### src/swgc_map.svh
// register offsets, field positions, reset values and timing figures
`ifndef SWGC_MAP_SVH
`define SWGC_MAP_SVH

`define GC1_ADDR          8'h03
`define GC2_ADDR          8'h04

`define GC1_RST           8'h04
`define GC2_DISCARD_RST   1'b1
`define GC2_DISCARD_BIT   7

`define GC1_TX_DIS_BIT    5
`define GC1_RX_DIS_BIT    4
`define GC1_BACKOFF_BIT   0

`define RDATA_RST         8'h00

`define LEN_2K_MAX        11'h7FF
`define LEN_LEGACY_MAX    11'h5EE
`define LEN_TYPE_LIMIT    16'h05DC

`define CORE_CLK_HZ       250000000
`define AGE_NORMAL_S      300
`define AGE_FAST_US       800
`define US_PER_S          1000000

`endif

### src/switch_global_pkg.sv
// shared types for the global switch control bank
package switch_global_pkg;

    // first control byte, bit 7 down to bit 0
    typedef struct packed {
        logic pass_all;
        logic large_pkt;
        logic tx_pause_dis;
        logic rx_pause_dis;
        logic len_check;
        logic aging_en;
        logic fast_age;
        logic aggr_backoff;
    } gc1_s;

    typedef enum logic {
        ST_STRAP = 1'b0,
        ST_RUN   = 1'b1
    } boot_e;

    typedef struct packed {
        boot_e      boot;
        gc1_s       gc1;
        logic       vlan_discard;
        logic [7:0] rdata;
    } ctl_s;

    typedef struct packed {
        logic       done;
        logic       forward;
    } pol_s;

    typedef struct packed {
        logic [39:0] cnt;
        logic        fast_armed;
        logic        fast_prev;
        logic        sweep;
    } age_s;

endpackage

### src/aging_timer.sv
// address table aging period timer with fast aging cycle
`timescale 1ns/1ns
`include "swgc_map.svh"

module aging_timer #(
    parameter logic [39:0] NORMAL_CYC =
        40'(64'(`AGE_NORMAL_S) * 64'(`CORE_CLK_HZ)),
    parameter logic [39:0] FAST_CYC   =
        40'(64'(`AGE_FAST_US) * 64'(`CORE_CLK_HZ) / 64'(`US_PER_S))
) (
    input  wire logic core_clk,
    input  wire logic rst_b,
    input  wire logic aging_en,
    input  wire logic fast_age,
    output logic      age_sweep
);

    // ****************************************
    // state
    // ****************************************
    switch_global_pkg::age_s st_r;
    switch_global_pkg::age_s st_nxt;
    logic [39:0]             period;

    assign period    = st_r.fast_armed ? FAST_CYC : NORMAL_CYC;
    assign age_sweep = st_r.sweep;

    always_comb begin
        st_nxt           = st_r;
        st_nxt.sweep     = 1'b0;
        st_nxt.fast_prev = fast_age;
        // a new fast request arms one shortened cycle
        if (fast_age && !st_r.fast_prev) begin
            st_nxt.fast_armed = 1'b1;
            st_nxt.cnt        = 40'h00_0000_0000;
        end
        if (!aging_en) begin
            st_nxt.cnt = 40'h00_0000_0000;
        end else if (st_r.cnt >= period - 40'h00_0000_0001) begin
            st_nxt.cnt        = 40'h00_0000_0000;
            st_nxt.sweep      = 1'b1;
            st_nxt.fast_armed = 1'b0;
        end else if (!(fast_age && !st_r.fast_prev)) begin
            st_nxt.cnt = st_r.cnt + 40'h00_0000_0001;
        end
    end

    always_ff @(posedge core_clk or negedge rst_b) begin
        if (!rst_b) begin
            st_r <= '0;
        end else begin
            st_r <= st_nxt;
        end
    end

endmodule

### src/frame_policy.sv
// per frame forward or drop decision from the global control bits
`timescale 1ns/1ns
`include "swgc_map.svh"

module frame_policy (
    input  wire logic        core_clk,
    input  wire logic        rst_b,
    input  wire logic        pass_all,
    input  wire logic        large_pkt,
    input  wire logic        len_check,
    input  wire logic        vlan_discard,
    input  wire logic        frm_valid,
    input  wire logic        frm_bad,
    input  wire logic [10:0] frm_len,
    input  wire logic [15:0] frm_lentype,
    input  wire logic [15:0] frm_payload_len,
    input  wire logic        frm_vlan_cross,
    input  wire logic        frm_known_ucast,
    output logic             frm_done,
    output logic             frm_forward
);

    // ****************************************
    // decision
    // ****************************************
    switch_global_pkg::pol_s st_r;
    switch_global_pkg::pol_s st_nxt;
    logic                    drop_err;
    logic                    drop_size;
    logic                    drop_len;
    logic                    drop_vlan;

    assign drop_err  = frm_bad;
    assign drop_size = frm_len > (large_pkt ? `LEN_2K_MAX
                                            : `LEN_LEGACY_MAX);
    assign drop_len  = len_check && (frm_lentype < `LEN_TYPE_LIMIT)
                       && (frm_lentype != frm_payload_len);
    // only known unicast may cross when discard is off
    assign drop_vlan = frm_vlan_cross
                       && (vlan_discard || !frm_known_ucast);

    assign frm_done    = st_r.done;
    assign frm_forward = st_r.forward;

    always_comb begin
        st_nxt      = st_r;
        st_nxt.done = frm_valid;
        // settings seen in the decision cycle apply to this frame only
        if (frm_valid) begin
            st_nxt.forward = pass_all
                || !(drop_err || drop_size || drop_len || drop_vlan);
        end
    end

    always_ff @(posedge core_clk or negedge rst_b) begin
        if (!rst_b) begin
            st_r <= '0;
        end else begin
            st_r <= st_nxt;
        end
    end

endmodule

### src/switch_global_control_regs.sv
// global control register bank of the four port switch
//
// Summary of operation
// - pass-all bit forwards errored frames too
// - large-packet bit allows frames to 2K
// - tx pause-disable overrides negotiated tx pause
// - rx pause-disable overrides negotiated rx pause
// - one strap presets both pause-disable bits
// - length check drops mismatched length below 1500
// - aging enable bit gates table aging
// - fast-age bit shortens aging period to 800us
// - aggressive back-off bit, preset from strap
// - discard bit confines all frames to port-VLAN unless pass-all is set
// - discard clear lets known unicast cross
// - after fast cycle, return to 300s period
`timescale 1ns/1ns
`include "swgc_map.svh"

module switch_global_control_regs #(
    parameter logic [39:0] AGE_NORMAL_CYC =
        40'(64'(`AGE_NORMAL_S) * 64'(`CORE_CLK_HZ)),
    parameter logic [39:0] AGE_FAST_CYC =
        40'(64'(`AGE_FAST_US) * 64'(`CORE_CLK_HZ) / 64'(`US_PER_S))
) (
    input  wire logic        core_clk,
    input  wire logic        rst_b,
    input  wire logic [7:0]  reg_addr,
    input  wire logic        reg_wr,
    input  wire logic [7:0]  reg_wdata,
    input  wire logic        reg_rd,
    output logic      [7:0]  reg_rdata,
    input  wire logic        flow_ctrl_strap_pin,
    input  wire logic        backoff_strap_pin,
    input  wire logic        an_tx_pause,
    input  wire logic        an_rx_pause,
    output logic             tx_flow_ctrl_en,
    output logic             rx_flow_ctrl_en,
    output logic             aggr_backoff_en,
    output logic             age_sweep,
    input  wire logic        frm_valid,
    input  wire logic        frm_bad,
    input  wire logic [10:0] frm_len,
    input  wire logic [15:0] frm_lentype,
    input  wire logic [15:0] frm_payload_len,
    input  wire logic        frm_vlan_cross,
    input  wire logic        frm_known_ucast,
    output logic             frm_done,
    output logic             frm_forward
);

    // ****************************************
    // register state
    // ****************************************
    switch_global_pkg::ctl_s st_r;
    switch_global_pkg::ctl_s st_nxt;

    function automatic logic addr_hit(input logic [7:0] a,
                                      input logic [7:0] target);
        addr_hit = (a == target);
    endfunction

    always_comb begin
        st_nxt = st_r;
        unique case (st_r.boot)
            switch_global_pkg::ST_STRAP: begin
                // straps are sampled on the first edge after release
                st_nxt.gc1.tx_pause_dis = flow_ctrl_strap_pin;
                st_nxt.gc1.rx_pause_dis = flow_ctrl_strap_pin;
                st_nxt.gc1.aggr_backoff = backoff_strap_pin;
                st_nxt.boot             = switch_global_pkg::ST_RUN;
            end
            switch_global_pkg::ST_RUN: begin
                if (reg_wr && addr_hit(reg_addr, `GC1_ADDR)) begin
                    st_nxt.gc1 = switch_global_pkg::gc1_s'(reg_wdata);
                end
                if (reg_wr && addr_hit(reg_addr, `GC2_ADDR)) begin
                    st_nxt.vlan_discard = reg_wdata[`GC2_DISCARD_BIT];
                end
            end
        endcase
        if (reg_rd) begin
            if (addr_hit(reg_addr, `GC1_ADDR)) begin
                st_nxt.rdata = st_r.gc1;
            end else if (addr_hit(reg_addr, `GC2_ADDR)) begin
                st_nxt.rdata = {st_r.vlan_discard, 7'h00};
            end else begin
                st_nxt.rdata = `RDATA_RST;
            end
        end
    end

    always_ff @(posedge core_clk or negedge rst_b) begin
        if (!rst_b) begin
            st_r.boot         <= switch_global_pkg::ST_STRAP;
            st_r.gc1          <= switch_global_pkg::gc1_s'(`GC1_RST);
            st_r.vlan_discard <= `GC2_DISCARD_RST;
            st_r.rdata        <= `RDATA_RST;
        end else begin
            st_r <= st_nxt;
        end
    end

    // ****************************************
    // outputs to the MAC and fabric
    // ****************************************
    assign reg_rdata       = st_r.rdata;
    assign tx_flow_ctrl_en = an_tx_pause && !st_r.gc1.tx_pause_dis;
    assign rx_flow_ctrl_en = an_rx_pause && !st_r.gc1.rx_pause_dis;
    assign aggr_backoff_en = st_r.gc1.aggr_backoff;

    aging_timer #(
        .NORMAL_CYC (AGE_NORMAL_CYC),
        .FAST_CYC   (AGE_FAST_CYC)
    ) u_age (
        .core_clk   (core_clk),
        .rst_b      (rst_b),
        .aging_en   (st_r.gc1.aging_en),
        .fast_age   (st_r.gc1.fast_age),
        .age_sweep  (age_sweep)
    );

    frame_policy u_pol (
        .core_clk        (core_clk),
        .rst_b           (rst_b),
        .pass_all        (st_r.gc1.pass_all),
        .large_pkt       (st_r.gc1.large_pkt),
        .len_check       (st_r.gc1.len_check),
        .vlan_discard    (st_r.vlan_discard),
        .frm_valid       (frm_valid),
        .frm_bad         (frm_bad),
        .frm_len         (frm_len),
        .frm_lentype     (frm_lentype),
        .frm_payload_len (frm_payload_len),
        .frm_vlan_cross  (frm_vlan_cross),
        .frm_known_ucast (frm_known_ucast),
        .frm_done        (frm_done),
        .frm_forward     (frm_forward)
    );

endmodule

### config.mk
export PLATFORM = sky130hd
export DESIGN_NAME = switch_global_control_regs
export DESIGN_NICKNAME = d
export VERILOG_FILES = /design/src/switch_global_pkg.sv /design/src/aging_timer.sv /design/src/frame_policy.sv /design/src/switch_global_control_regs.sv
export VERILOG_INCLUDE_DIRS = /design/src /design/src/src
export SDC_FILE = /design/constraint.sdc
export NUM_CORES = 1
export LEC_CHECK = 0
export ABC_CLOCK_PERIOD_IN_PS = 3100
export BUFFER_PORTS_ARGS = -buffer_cell sky130_fd_sc_hd__buf_4
export CORE_MARGIN = 2
export CORE_UTILIZATION = 55
export CTS_BUF_LIST = sky130_fd_sc_hd__clkbuf_8 sky130_fd_sc_hd__clkbuf_16
export DETAILED_ROUTE_END_ITERATION = 8
export GPL_TIMING_DRIVEN = 0
export PLACE_DENSITY_LB_ADDON = 0.2
export SYNTH_ARGS = -nofsm -noshare
export SYNTH_HDL_FRONTEND = slang
export SYNTH_SLANG_ARGS = --single-unit
### constraint.sdc
create_clock -name core_clk -period 3.1 [get_ports core_clk]
set_input_delay 0.465 -clock core_clk [delete_from_list [all_inputs] [get_ports core_clk]]
set_output_delay 0.465 -clock core_clk [all_outputs]
set_load 0.1 [all_outputs]
## Word level (Yosys, flattened, before mapping)

Cells that the tools add are included.

| storage, ports and cells | value |
|---|---|
| memory bits (read-only) | 0 |
| latch bits | 0 |
| bits in writable memories | 0 |
| memories | 0 |
| input bits | 71 |
| output and inout bits | 14 |
| register bits after elaboration | 63 |

| cells by class | value |
|---|---|
| multiply operators | 0 |
| bitwise operators | 1 |
| $lt $le $gt $ge | 3 |
| div/mod/pow operators | 0 |
| reductions and logical operators | 20 |
| muxes and demuxes | 15 |
| add/sub/neg operators | 2 |
| equal/unequal tests | 4 |
| shifts and indexed selects | 0 |

Operator list:

| operator | number |
|---|---|
| 40-bit two-way mux | 3 |
| 41-bit two-way mux | 1 |
| 40-bit by 1-bit adder with 40-bit output (second input constant) | 1 |
| 40-bit greater-or-equal comparator | 1 |
| 40-bit by 1-bit subtractor with 40-bit output (second input constant) | 1 |
| 37-bit two-way mux | 1 |
| 16-bit by 11-bit less-than comparator with 1-bit output (second input constant) | 1 |
| 8-bit two-way mux | 2 |
| 16-bit inequality test | 1 |
| 11-bit > comparator | 1 |
| 10-bit two-way mux | 1 |
| 8-bit by 2-bit equality test with 1-bit output (second input constant) | 1 |
| 8-bit by 3-bit equality test with 1-bit output (second input constant) | 1 |
| 1-bit logical AND | 8 |
| 6-bit two-way mux | 1 |
| 1-bit logical NOT | 5 |
| 1-bit logical OR | 5 |
| 1-bit two-way mux | 4 |
| 2-bit case mux with 2 select lines | 1 |
| 2-bit AND reduction | 2 |
| 2-bit by 1-bit inequality test with 1-bit output (second input constant) | 1 |
| 1-bit case mux with 2 select lines | 1 |
| 1-bit inverter | 1 |

## Longest topological paths before layout

Gate-level depths: netlist of run 1.

| logic depth | value |
|---|---|
| depth after elaboration | 7 |
| gate-level depth with buffers | 9 |
| depth with buffers taken out | 7 |

## Modules after synthesis

From an unflattened synthesis of run 1, not the netlist that was laid out.

| unflattened totals | value |
|---|---|
| cells, all modules | 377 |
| area, all modules | 3868.7 um2 |

Modules (own cells, without submodules):

| module | instances | area each (um2) | seq. area each (um2) | cells an instance |
|---|---|---|---|---|
| aging_timer | 1 | 2596.2 | 1076.0 | 259 |
| switch_global_control_regs | 1 | 848.3 | 452.9 | 68 |
| frame_policy | 1 | 424.2 | 50.0 | 50 |

## Worst setup path before layout of run 1

Ideal clock, no wire load.

| timing | value |
|---|---|
| path type | input to output |
| from | input an_rx_pause |
| to | output rx_flow_ctrl_en |
| slack | 0.836 ns |
| required time | 2.635 ns |
| data arrival time | 1.799 ns |
| cell stages on the path | 1 |
| path through | nor2b_1 |

| between the ends | value |
|---|---|
| longest elaborated chain between the ends | 1 |

RTL lines:

| element | RTL line | source |
|---|---|---|
| from (decl) | switch_global_control_regs.sv:35 | `input wire logic an_rx_pause,` |
| 1-bit logical AND | switch_global_control_regs.sv:108 | `assign rx_flow_ctrl_en = an_rx_pause && !st_r.gc1.rx_pause_dis;` |
| to (decl) | switch_global_control_regs.sv:37 | `output logic rx_flow_ctrl_en,` |

Every way passes these cells.

==> results.json, run 1 <==
{
  "status": "finished, final reports clean",
  "synth_fa_ha_area_share_pct": 5.68,
  "ys_types": 56,
  "grt_pass1_wl_mm": 15.3,
  "grt_setup_unrepaired": "no",
  "grt_pass1_vias": 3349,
  "ys_warn_count": 0,
  "synth_compound_area_share_pct": 5.43,
  "synth_top_area_share_pct": 38.5,
  "vdd_drop_max_uv": 267,
  "fin_setup_tns_ns": 0,
  "root_buffer": "clkbuf_8",
  "highest_layer": "met4",
  "layout_min_cycle_time_ns": 2.66,
  "rows": 30,
  "synth.area.top_cells": "dfrtp_1, xnor2_1, ha_1",
  "leakagePower_nw": 2.09,
  "via_per_inst": 5.58,
  "layout_commonest_cell": "buf_4",
  "crit_type": "register to register",
  "synth-xor-area-share_pct": 11.5,
  "grt_max_degree": 64,
  "die_x_um": 88.9,
  "cp.required_ns": 3.36,
  "die_y_um": 88.9,
  "relSlewSlack_pct": 48.2,
  "ys.flop_type": "dfrtp_1",
  "synth_cells": 400,
  "max_cap_violations": 0,
  "slew_violations": 0,
  "synth-async-reset-ratio_pct": 100,
  "wl_per_cell_um": 15.2,
  "initial_utilization_pct": 57.7,
  "synthesis.area_mm2": 0.00396,
  "critPathArrivalTime_ns": 2.92,
  "finalHoldViolCount": 0,
  "p_per_area_mw_per_mm2": 404,
  "fin_crit_sh_pct": 85.7,
  "drc": 0,
  "synthSimpleGateAreaFrac_pct": 29.2,
  "antenna_found_initial": 0,
  "worst_setup_path_end_kind": "register",
  "vias": 3330,
  "antenna_cells": 0,
  "wl_met3_um": 630,
  "area_growth_pct": 24.8,
  "setup_viol": 0,
  "htreeDepth": 3,
  "fin_ws_ns": 0.444,
  "cts_tree": "done",
  "ys_seq_area_share_pct": 39.8,
  "grt_util_all_layers_pct": 24.9,
  "post_cts_buffers": 0,
  "gr-total-overflow": 0,
  "cp-start-kind": "register",
  "cts_buffers": 9,
  "pre_cts_slack_ns": 0.462,
  "final_cell_mix": "buf_4, dfrtp_1, xnor2_1",
  "cts.reportedPaths.clkPinSlew_ns": 0.07,
  "cts_hold_buf": 0,
  "p_total_w": 0.00200,
  "dr.pass1.iters": 4,
  "ctsResizeCount": 0,
  "routed_wl_mm": 9.09,
  "skew_ns": 0.0114,
  "dp_cells": 581,
  "max_freq_mhz": 376,
  "synth_top_area_cell": "dfrtp_1",
  "synth_area_per_cell_um2": 9.91,
  "drt_iter0_markers": 186,
  "crit_path_max_fanout": 14,
  "clkLatencyLatePin_ns": 0.35,
  "nets": 585,
  "worst_pin_slew_ns": 0.776,
  "routabilityCongestion": 0.868,
  "antenna_left": 0,
  "io_buffers": 84,
  "synth-edff-count": 0,
  "cts_sinks": 63,
  "synthMuxAreaShare_pct": 2.43,
  "met2WireLength_mm": 4.44,
  "n_fill_cell": 532,
  "drive_gt1_share_pct": 31.3,
  "synth_top_family_by_area": "simple AND/OR/NAND/NOR gates",
  "clockBufferDepth": 2,
  "core_mm2": 0.00687,
  "ios": 85,
  "instances_no_fill": 597,
  "ys_seq_elements": 63,
  "hp-class": "input port to async pin",
  "drt-met1-wl_mm": 3.83,
  "dieArea_mm2": 0.00790,
  "dp_hpwl_mm": 6.51
}
-- report_power, final --
group / internal (W) / switching (W)
registers: 0.000838 / 0.0000337
logic: 0.000138 / 0.000158
clock network: 0.000479 / 0.000353
-- kinds of logic after synthesis --
group | Yosys count
simple gates | 183
flops | 63
xor+xnor | 52
buf+inv | 40
compound gates | 33
fa+ha+maj | 18
mux | 9
other cells | 2
-- cells in the mapped netlist (3+ instances only) --
library cell and count:
xnor2_1 39, nand3_1 22, dfrtp_1 61, nor3_2 19, ha_1 18, inv_1 14
a21oi_1 6, buf_4 11, mux2_1 4, xor2_1 13, buf_2 6, and4_1 4
clkbuf_1 5, nand4_1 23, or3_1 3, nor4_1 12, nand4b_1 5, nor4_2 3
nor2_1 15, buf_6 4, nor3_1 30, nand2_1 25, mux2i_1 4, nor2b_1 3
or4_4 3, o21ai_0 12
-- state kept, by name, indices dropped and copies added, names as in the netlist --
register / count
u_pol.frm_forward: 1
reg_rdata: 8
u_age.st_r: 42
u_pol.frm_done: 1
u_age.age_sweep: 1
aggr_backoff_en: 1
st_r: 9
-- layer usage --
layer  vias up  track usage (%)
li1       1632                -
met1      1573             30.6
met2       105             40.4
met3        20             7.76
met4         0             10.6
met5         -                0
-- worst paths after layout --
| path | startpoint | end | slack, ns | cells after the start |
|---|---|---|---|---|
| setup / recovery | u_age.st_r[2] | u_age.st_r[31] | 0.44 | 8 |
| hold / removal | rst_b | u_age.st_r[17] | 0.20 | 1 |
| setup reg to reg | u_age.st_r[2] | u_age.st_r[31] | 0.44 | 8 |
| hold reg to reg | st_r[10] | u_age.st_r[1] | 0.45 | 0 |
| max in group asynchronous | rst_b | u_age.st_r[38] | 2.39 | 1 |
| min in group core_clk | frm_valid | u_pol.frm_done | 0.26 | 1 |
-- final cells by class --
cell class / count / area (um2) / share of cell area, %
buffer: 26 / 176 / 3.57
clock buffer: 10 / 138 / 2.78
clock inverter: 6 / 92.6 / 1.87
inverter: 14 / 52.6 / 1.06
multi-input combinational: 298 / 2160 / 43.6
sequential: 63 / 1580 / 31.9
tap: 96 / 120 / 2.43
timing repair buffer: 84 / 631 / 12.7
-- metrics by stage --
step / util [%] / cell area (um2) / hold WS (ns)
final: 72.0 / 4950 / 0.199
after CTS: 72.0 / 4950 / 0.215
after floorplan: - / 3970 / 0.169
after global placement: 68.7 / 4720 / 0.418
after detailed placement: 68.7 / 4720 / 0.425
after global routing: 72.0 / 4950 / 0.244
-- critical path: stages, from the launching register on --
cell	delay, ns
dfrtp_1	0.69
ha_1	0.34
a21o_1	0.18
a211o_1	0.29
a211oi_1	0.34
nand4_1	0.18
buf_4	0.22
buf_6	0.16
nor3_2	0.18
(Power assumes the default switching activity.)
==> run 2: changes to the inputs <==
--- a/config.mk
+++ b/config.mk
@@ -11,9 +11,11 @@
 export CORE_MARGIN = 2
 export CORE_UTILIZATION = 55
 export CTS_BUF_LIST = sky130_fd_sc_hd__clkbuf_8 sky130_fd_sc_hd__clkbuf_16
+export CTS_CLUSTER_DIAMETER = 150
 export DETAILED_ROUTE_END_ITERATION = 8
 export GPL_TIMING_DRIVEN = 0
 export PLACE_DENSITY_LB_ADDON = 0.2
 export SYNTH_ARGS = -nofsm -noshare
 export SYNTH_HDL_FRONTEND = slang
+export SYNTH_HIERARCHICAL = 1
 export SYNTH_SLANG_ARGS = --single-unit
==> run 2 against run 1 <==
  * Non-clock buffer count fell by 6
  * Clock power fell by 10%
  * Sequential share of layout area rose by 0.77 points
  * Utilization fell by 0.92 points
  * Highest routed layer unchanged
  * Critical path type unchanged
  * Register-to-register slack improved by 0.04 ns
  * Hold slack got worse by 0.0021 ns
==> results.json, run 2 <==
{
  "status": "finished, final reports clean",
  "nets": 562,
  "top_register": "u_age/st_r",
  "via_per_inst": 5.65,
  "synth_top_area_share_pct": 39.5,
  "vias": 3245,
  "fin_setup_tns_ns": 0,
  "antenna_found_initial": 0,
  "max_freq_mhz": 382,
  "max_cap_violations": 0,
  "rows": 30,
  "synth.area.top_cells": "dfrtp_1, xor2_1, ha_1",
  "ys_seq_elements": 63,
  "cp.required_ns": 3.34,
  "cts_tree": "done",
  "n_fill_cell": 506,
  "slew_violations": 0,
  "crit_start": "u_age/st_r[2]",
  "rr_startpoint": "u_age/st_r[2]",
  "die_x_um": 87.9,
  "ios": 85,
  "crit_path_max_fanout": 15,
  "relSlewSlack_pct": 48.5,
  "crit_type": "register to register",
  "root_buffer": "clkbuf_8",
  "synthesis.area_mm2": 0.00387,
  "grt_pass1_vias": 3205,
  "cts_buffers": 9,
  "antenna_left": 0,
  "fin_crit_sh_pct": 84.4,
  "area_growth_pct": 24.9,
  "synth_common_cells": "dfrtp_1, xor2_1, nand4_1, nand3_1, nor3_1",
  "cts_hold_buf": 0,
  "routed_wl_mm": 8.86,
  "hp-class": "input port to async pin",
  "ys_warn_count": 6,
  "ys_types": 54,
  "grt_max_degree": 64,
  "worst_setup_path_end_kind": "register",
  "clkLatencyLatePin_ns": 0.34,
  "synth_cells": 377,
  "gr-total-overflow": 0,
  "final_cell_mix": "buf_4, dfrtp_1, xor2_1",
  "cp-start-kind": "register",
  "clockBufferDepth": 2,
  "synth_top_area_cell": "dfrtp_1",
  "synth_area_per_cell_um2": 10.3,
  "dr.pass1.iters": 4,
  "vdd_drop_max_uv": 273,
  "leakagePower_nw": 2.12,
  "critPathArrivalTime_ns": 2.86,
  "setup_viol": 0,
  "wl_per_cell_um": 15.4,
  "grt_setup_unrepaired": "no",
  "layout_commonest_cell": "buf_4",
  "drc": 0,
  "routabilityCongestion": 0.830,
  "core_mm2": 0.00679,
  "drt_iter0_markers": 101,
  "dieArea_mm2": 0.00772,
  "post_cts_buffers": 0,
  "io_buffers": 84,
  "layout_min_cycle_time_ns": 2.62,
  "dp_hpwl_mm": 6.59,
  "ys.flop_type": "dfrtp_1",
  "finalHoldViolCount": 0,
  "die_y_um": 87.9,
  "fin_util_pct": 71.1,
  "cts_sinks": 63,
  "synth-async-reset-ratio_pct": 100,
  "largest_reg_flops": 42,
  "skew_ns": 0.00904,
  "grt_util_all_layers_pct": 24.5,
  "p_per_area_mw_per_mm2": 395,
  "worst_pin_slew_ns": 0.772,
  "ys_seq_area_share_pct": 40.8,
  "synth_most_common_cell": "dfrtp_1",
  "htreeDepth": 3,
  "ctsResizeCount": 0,
  "antenna_cells": 0,
  "synth-edff-count": 0,
  "initial_utilization_pct": 56.9,
  "grt_pass1_wl_mm": 14.7,
  "cts.reportedPaths.clkPinSlew_ns": 0.07,
  "drive_gt1_share_pct": 31.8
}
==> run 2: worst paths after layout <==
check | to | slack [ns] | cells after the start
worst max-delay path | u_age/st_r[10] | 0.48 | 7
worst min-delay path | u_age/st_r[18] | 0.20 | 1
worst max register to register | u_age/st_r[10] | 0.48 | 7
worst min register to register | u_age/st_r[1] | 0.48 | 0
max in group asynchronous | u_age/st_r[37] | 2.39 | 1
min in group core_clk | u_pol/frm_done | 0.25 | 1
==> run 2: through the flow <==
stage / instance area [um2] / total power (W) / worst slack (ns) / hold WS, ns / instances
final: 4830 / 0.00191 / 0.483 / 0.196 / 574
after detailed placement: 4620 / 0.00118 / 0.450 / 0.459 / 558
after floorplan: 3870 / 0.00104 / 0.836 / 0.169 / 378
after global routing: 4830 / 0.00200 / 0.297 / 0.252 / 574
after global placement: 4620 / 0.00116 / 0.665 / 0.441 / 558
after CTS: 4830 / 0.00192 / 0.442 / 0.227 / 574
==> run 2: cells by family after synthesis <==
| family | Yosys count | synth area share [%] |
|---|---|---|
| AOI/OAI and AO/OA | 42 | 8.83 |
| xor gates and xnor gates | 51 | 11.5 |
| adders and majority gates | 18 | 5.82 |
| buffers and inverters | 33 | 4.92 |
| DFF | 63 | 40.8 |
| muxes | 7 | 2.13 |
| other | 2 | 0.194 |
| and+or+nand+nor | 161 | 25.7 |
==> run 2: report_power, final <==
| part | total (W) | switching (W) | internal [W] |
|---|---|---|---|
| Combinational | 0.000292 | 0.000154 | 0.000138 |
| Clock | 0.000745 | 0.000314 | 0.000432 |
| Sequential | 0.000872 | 0.0000349 | 0.000837 |
==> run 2: cell type report <==
cell class	count	area, um2	share of cell area (%)
clock buffer	12	165	3.42
sequential	63	1580	32.7
inverter	13	48.8	1.01
buffer	20	141	2.93
multi-input combinational	282	2100	43.5
tap	96	120	2.49
timing repair buffer	84	631	13.1
clock inverter	4	43.8	0.906
==> run 2: routing by layer <==
layer	track usage [%]	up-vias	share of wire, %
met2	39.4	100	50
met3	6.22	16	6.3
met4	10.9	0	1.8
met5	0	-	0
li1	-	1566	-
met1	31.2	1563	42
==> run 2: worst max-delay path, stage by stage (launching register included) <==
cell and delay [ns]:
dfrtp_1 0.69, ha_1 0.37, a2111oi_0 0.47, a211oi_1 0.16
nor3_2 0.29, a21oi_4 0.13, buf_4 0.19, nor3_1 0.22
==> run 3: changes to the inputs <==
--- a/config.mk
+++ b/config.mk
@@ -6,10 +6,11 @@
 export SDC_FILE = /design/constraint.sdc
 export NUM_CORES = 1
 export LEC_CHECK = 0
-export ABC_CLOCK_PERIOD_IN_PS = 3100
+export ABC_AREA = 1
+export ABC_CLOCK_PERIOD_IN_PS = 2260
 export BUFFER_PORTS_ARGS = -buffer_cell sky130_fd_sc_hd__buf_4
 export CORE_MARGIN = 2
-export CORE_UTILIZATION = 55
+export CORE_UTILIZATION = 51
 export CTS_BUF_LIST = sky130_fd_sc_hd__clkbuf_8 sky130_fd_sc_hd__clkbuf_16
 export CTS_CLUSTER_DIAMETER = 150
 export DETAILED_ROUTE_END_ITERATION = 8
==> constraint.sdc (replaced) <==
create_clock -name core_clk -period 2.26 [get_ports core_clk]
set_input_delay 0.339 -clock core_clk [delete_from_list [all_inputs] [get_ports core_clk]]
set_output_delay 0.339 -clock core_clk [all_outputs]
set_load 0.1 [all_outputs]
==> run 3 against run 2 <==
  * Largest cell class unchanged
  * First-iteration DRC count grew 82%
  * Via count increased by 32%
  * Hold slack got worse by 0.13 ns
  * Fmax up 18%
  * Worst setup slack got worse by 0.43 ns
  * Clock skew rose by 0.00083 ns
==> results.json, run 3 <==
{
  "antenna_left": 0,
  "layout_commonest_cell": "nand2_1",
  "synth_common_cells": "nand2_1, nor2_1, inv_1, dfrtp_1, nand3_1",
  "cts.reportedPaths.clkPinSlew_ns": 0.07,
  "synth-async-reset-ratio_pct": 100,
  "reg2reg_setup_slack_ns": 0.05,
  "cts_hold_buf": 0,
  "routabilityCongestion": 1.03,
  "ios": 85,
  "via_per_inst": 4.97,
  "synth.area.top_cells": "dfrtp_1, nand2_1, nor2_1",
  "cts_sinks": 63,
  "synth_area_per_cell_um2": 6.73,
  "drive_gt1_share_pct": 20.3,
  "vdd_drop_max_uv": 345,
  "root_buffer": "clkbuf_8",
  "ys.flop_type": "dfrtp_1",
  "max_freq_mhz": 452,
  "p_per_area_mw_per_mm2": 523,
  "crit_type": "register to register",
  "cp-start-kind": "register",
  "cp.required_ns": 2.49,
  "relSlewSlack_pct": 48.4,
  "top_register": "u_age/st_r",
  "clockBufferDepth": 2,
  "dp_hpwl_mm": 8.49,
  "slew_violations": 0,
  "leakagePower_nw": 2.72,
  "htreeDepth": 3,
  "synth_most_common_cell": "nand2_1",
  "fin_crit_sh_pct": 97.8,
  "grt_pass1_wl_mm": 17.9,
  "drt_iter0_markers": 184,
  "skew_ns": 0.00987,
  "nets": 838,
  "wl_per_cell_um": 12.5,
  "routed_wl_mm": 10.7,
  "gr-total-overflow": 0,
  "cts_buffers": 9,
  "drc": 0,
  "clkLatencyLatePin_ns": 0.35,
  "ys_warn_count": 6,
  "area_growth_pct": 24.8,
  "synth-edff-count": 0,
  "synthesis.area_mm2": 0.00436,
  "ys_seq_area_share_pct": 36.2,
  "synth_top_area_share_pct": 35.0,
  "die_y_um": 96.5,
  "antenna_found_initial": 0,
  "dr.pass1.iters": 5,
  "n_fill_cell": 772,
  "grt_max_degree": 64,
  "die_x_um": 96.5,
  "hp-class": "input port to async pin",
  "grt_pass1_vias": 4361,
  "final_cell_mix": "nand2_1, nor2_1, buf_4",
  "critPathArrivalTime_ns": 2.44,
  "ys_seq_elements": 63,
  "postPlaceCellArea_mm2": 0.00512,
  "fin_ws_ns": 0.0497,
  "cts_tree": "done",
  "largest_reg_flops": 42,
  "io_buffers": 83,
  "crit_path_max_fanout": 10,
  "pre_cts_slack_ns": -0.170,
  "ff2ff_path_depth": 12,
  "rows": 33,
  "grt_util_all_layers_pct": 24.6,
  "worst_setup_path_end_kind": "register",
  "core_mm2": 0.00826,
  "layout_min_cycle_time_ns": 2.21,
  "dieArea_mm2": 0.00931,
  "finalHoldViolCount": 0,
  "ys_types": 32,
  "setup_viol": 0,
  "status": "finished, final reports clean",
  "initial_utilization_pct": 52.8,
  "antenna_cells": 0,
  "synth_top_area_cell": "dfrtp_1",
  "worst_pin_slew_ns": 0.774,
  "max_cap_violations": 0,
  "synth_cells": 648,
  "vias": 4270,
  "fin_area_mm2": 0.00544
}
run 3: cell count changes after synthesis, sizes merged, moves of 7 or more:
cell,change
nand3,+24
nand2,+188
mux2,-7
a22o,-7
nor3,-34
nor2,+136
xnor2,-17
inv,+66
nand4,-21
run 3: stage by stage:
step,instances,utilization [%],hold WS [ns],TNS [ns],power (W)
after floorplan,649,-,0.0434,0,0.00145
after global placement,837,62.0,0.422,-0.816,0.00163
after detailed placement,837,62.0,0.436,-4.24,0.00166
after CTS,853,64.8,0.0858,0,0.00281
after global routing,859,65.9,0.110,-0.687,0.00299
final,859,65.9,0.0623,0,0.00285
run 3: area by class of cell:
| type | instances | area (um2) | share of cell area (%) |
|---|---|---|---|
| clock buffer | 12 | 165 | 3.03 |
| tap | 105 | 131 | 2.41 |
| buffer | 13 | 126 | 2.32 |
| multi-input combinational | 493 | 2400 | 44.0 |
| clock inverter | 4 | 68.8 | 1.26 |
| timing repair buffer | 89 | 672 | 12.3 |
| sequential | 63 | 1580 | 29.1 |
| inverter | 80 | 300 | 5.52 |
run 3: cell families after synthesis:
family	count (synthesis)	share of synthesized area, %
buffers and inverters	93	9.41
and+or+nand+nor	425	40.7
other	2	0.172
xor gates and xnor gates	29	5.82
AOI/OAI and AO/OA	18	2.47
adders and majority gates	18	5.17
DFF	63	36.2
run 3: path summary, 6_finish.rpt:
path                                    start        endpoint
worst max register to register  u_age/st_r[2]  u_age/st_r[32]
max in group asynchronous               rst_b   u_age/st_r[2]
worst min-delay path                    rst_b  u_age/st_r[25]
min in group core_clk               frm_valid  u_pol/frm_done
worst max-delay path            u_age/st_r[2]  u_age/st_r[32]
worst min register to register       st_r[10]   u_age/st_r[1]
run 3: metal layers:
metal	GRT usage [%]	vias up	wire length (um)	share of wire [%]
met2	45.7	133	5520	51
met5	0	-	0	0
met4	8.69	0	219	2.0
li1	-	2182	-	-
met3	6.90	21	657	6.1
met1	26.6	1934	4330	40
run 3: repair_timing:
action / CTS / global route
resized for setup: 1 / 13
setup buffers: 0 / 6
setup endpoints to repair: 31 / 30
pin swaps: 0 / 3
run 3: critical path, cell delays in order, from the launching register on:
cell	delay [ns]
dfrtp_4	0.55
buf_4	0.17
ha_1	0.29
nand2_1	0.06
nor2_1	0.13
nand2_1	0.12
nor2_4	0.16
nand2_1	0.08
nor2_2	0.10
nor2_2	0.06
nand3_4	0.16
buf_8	0.16
nor2_1	0.05
run 3: power by group:
group | internal (W) | total, W | switching, W | leakage, nW
clock network | 0.000706 | 0.00114 | 0.000436 | 0.124
logic | 0.000225 | 0.000513 | 0.000288 | 1.75
registers | 0.00115 | 0.00119 | 0.0000367 | 0.854
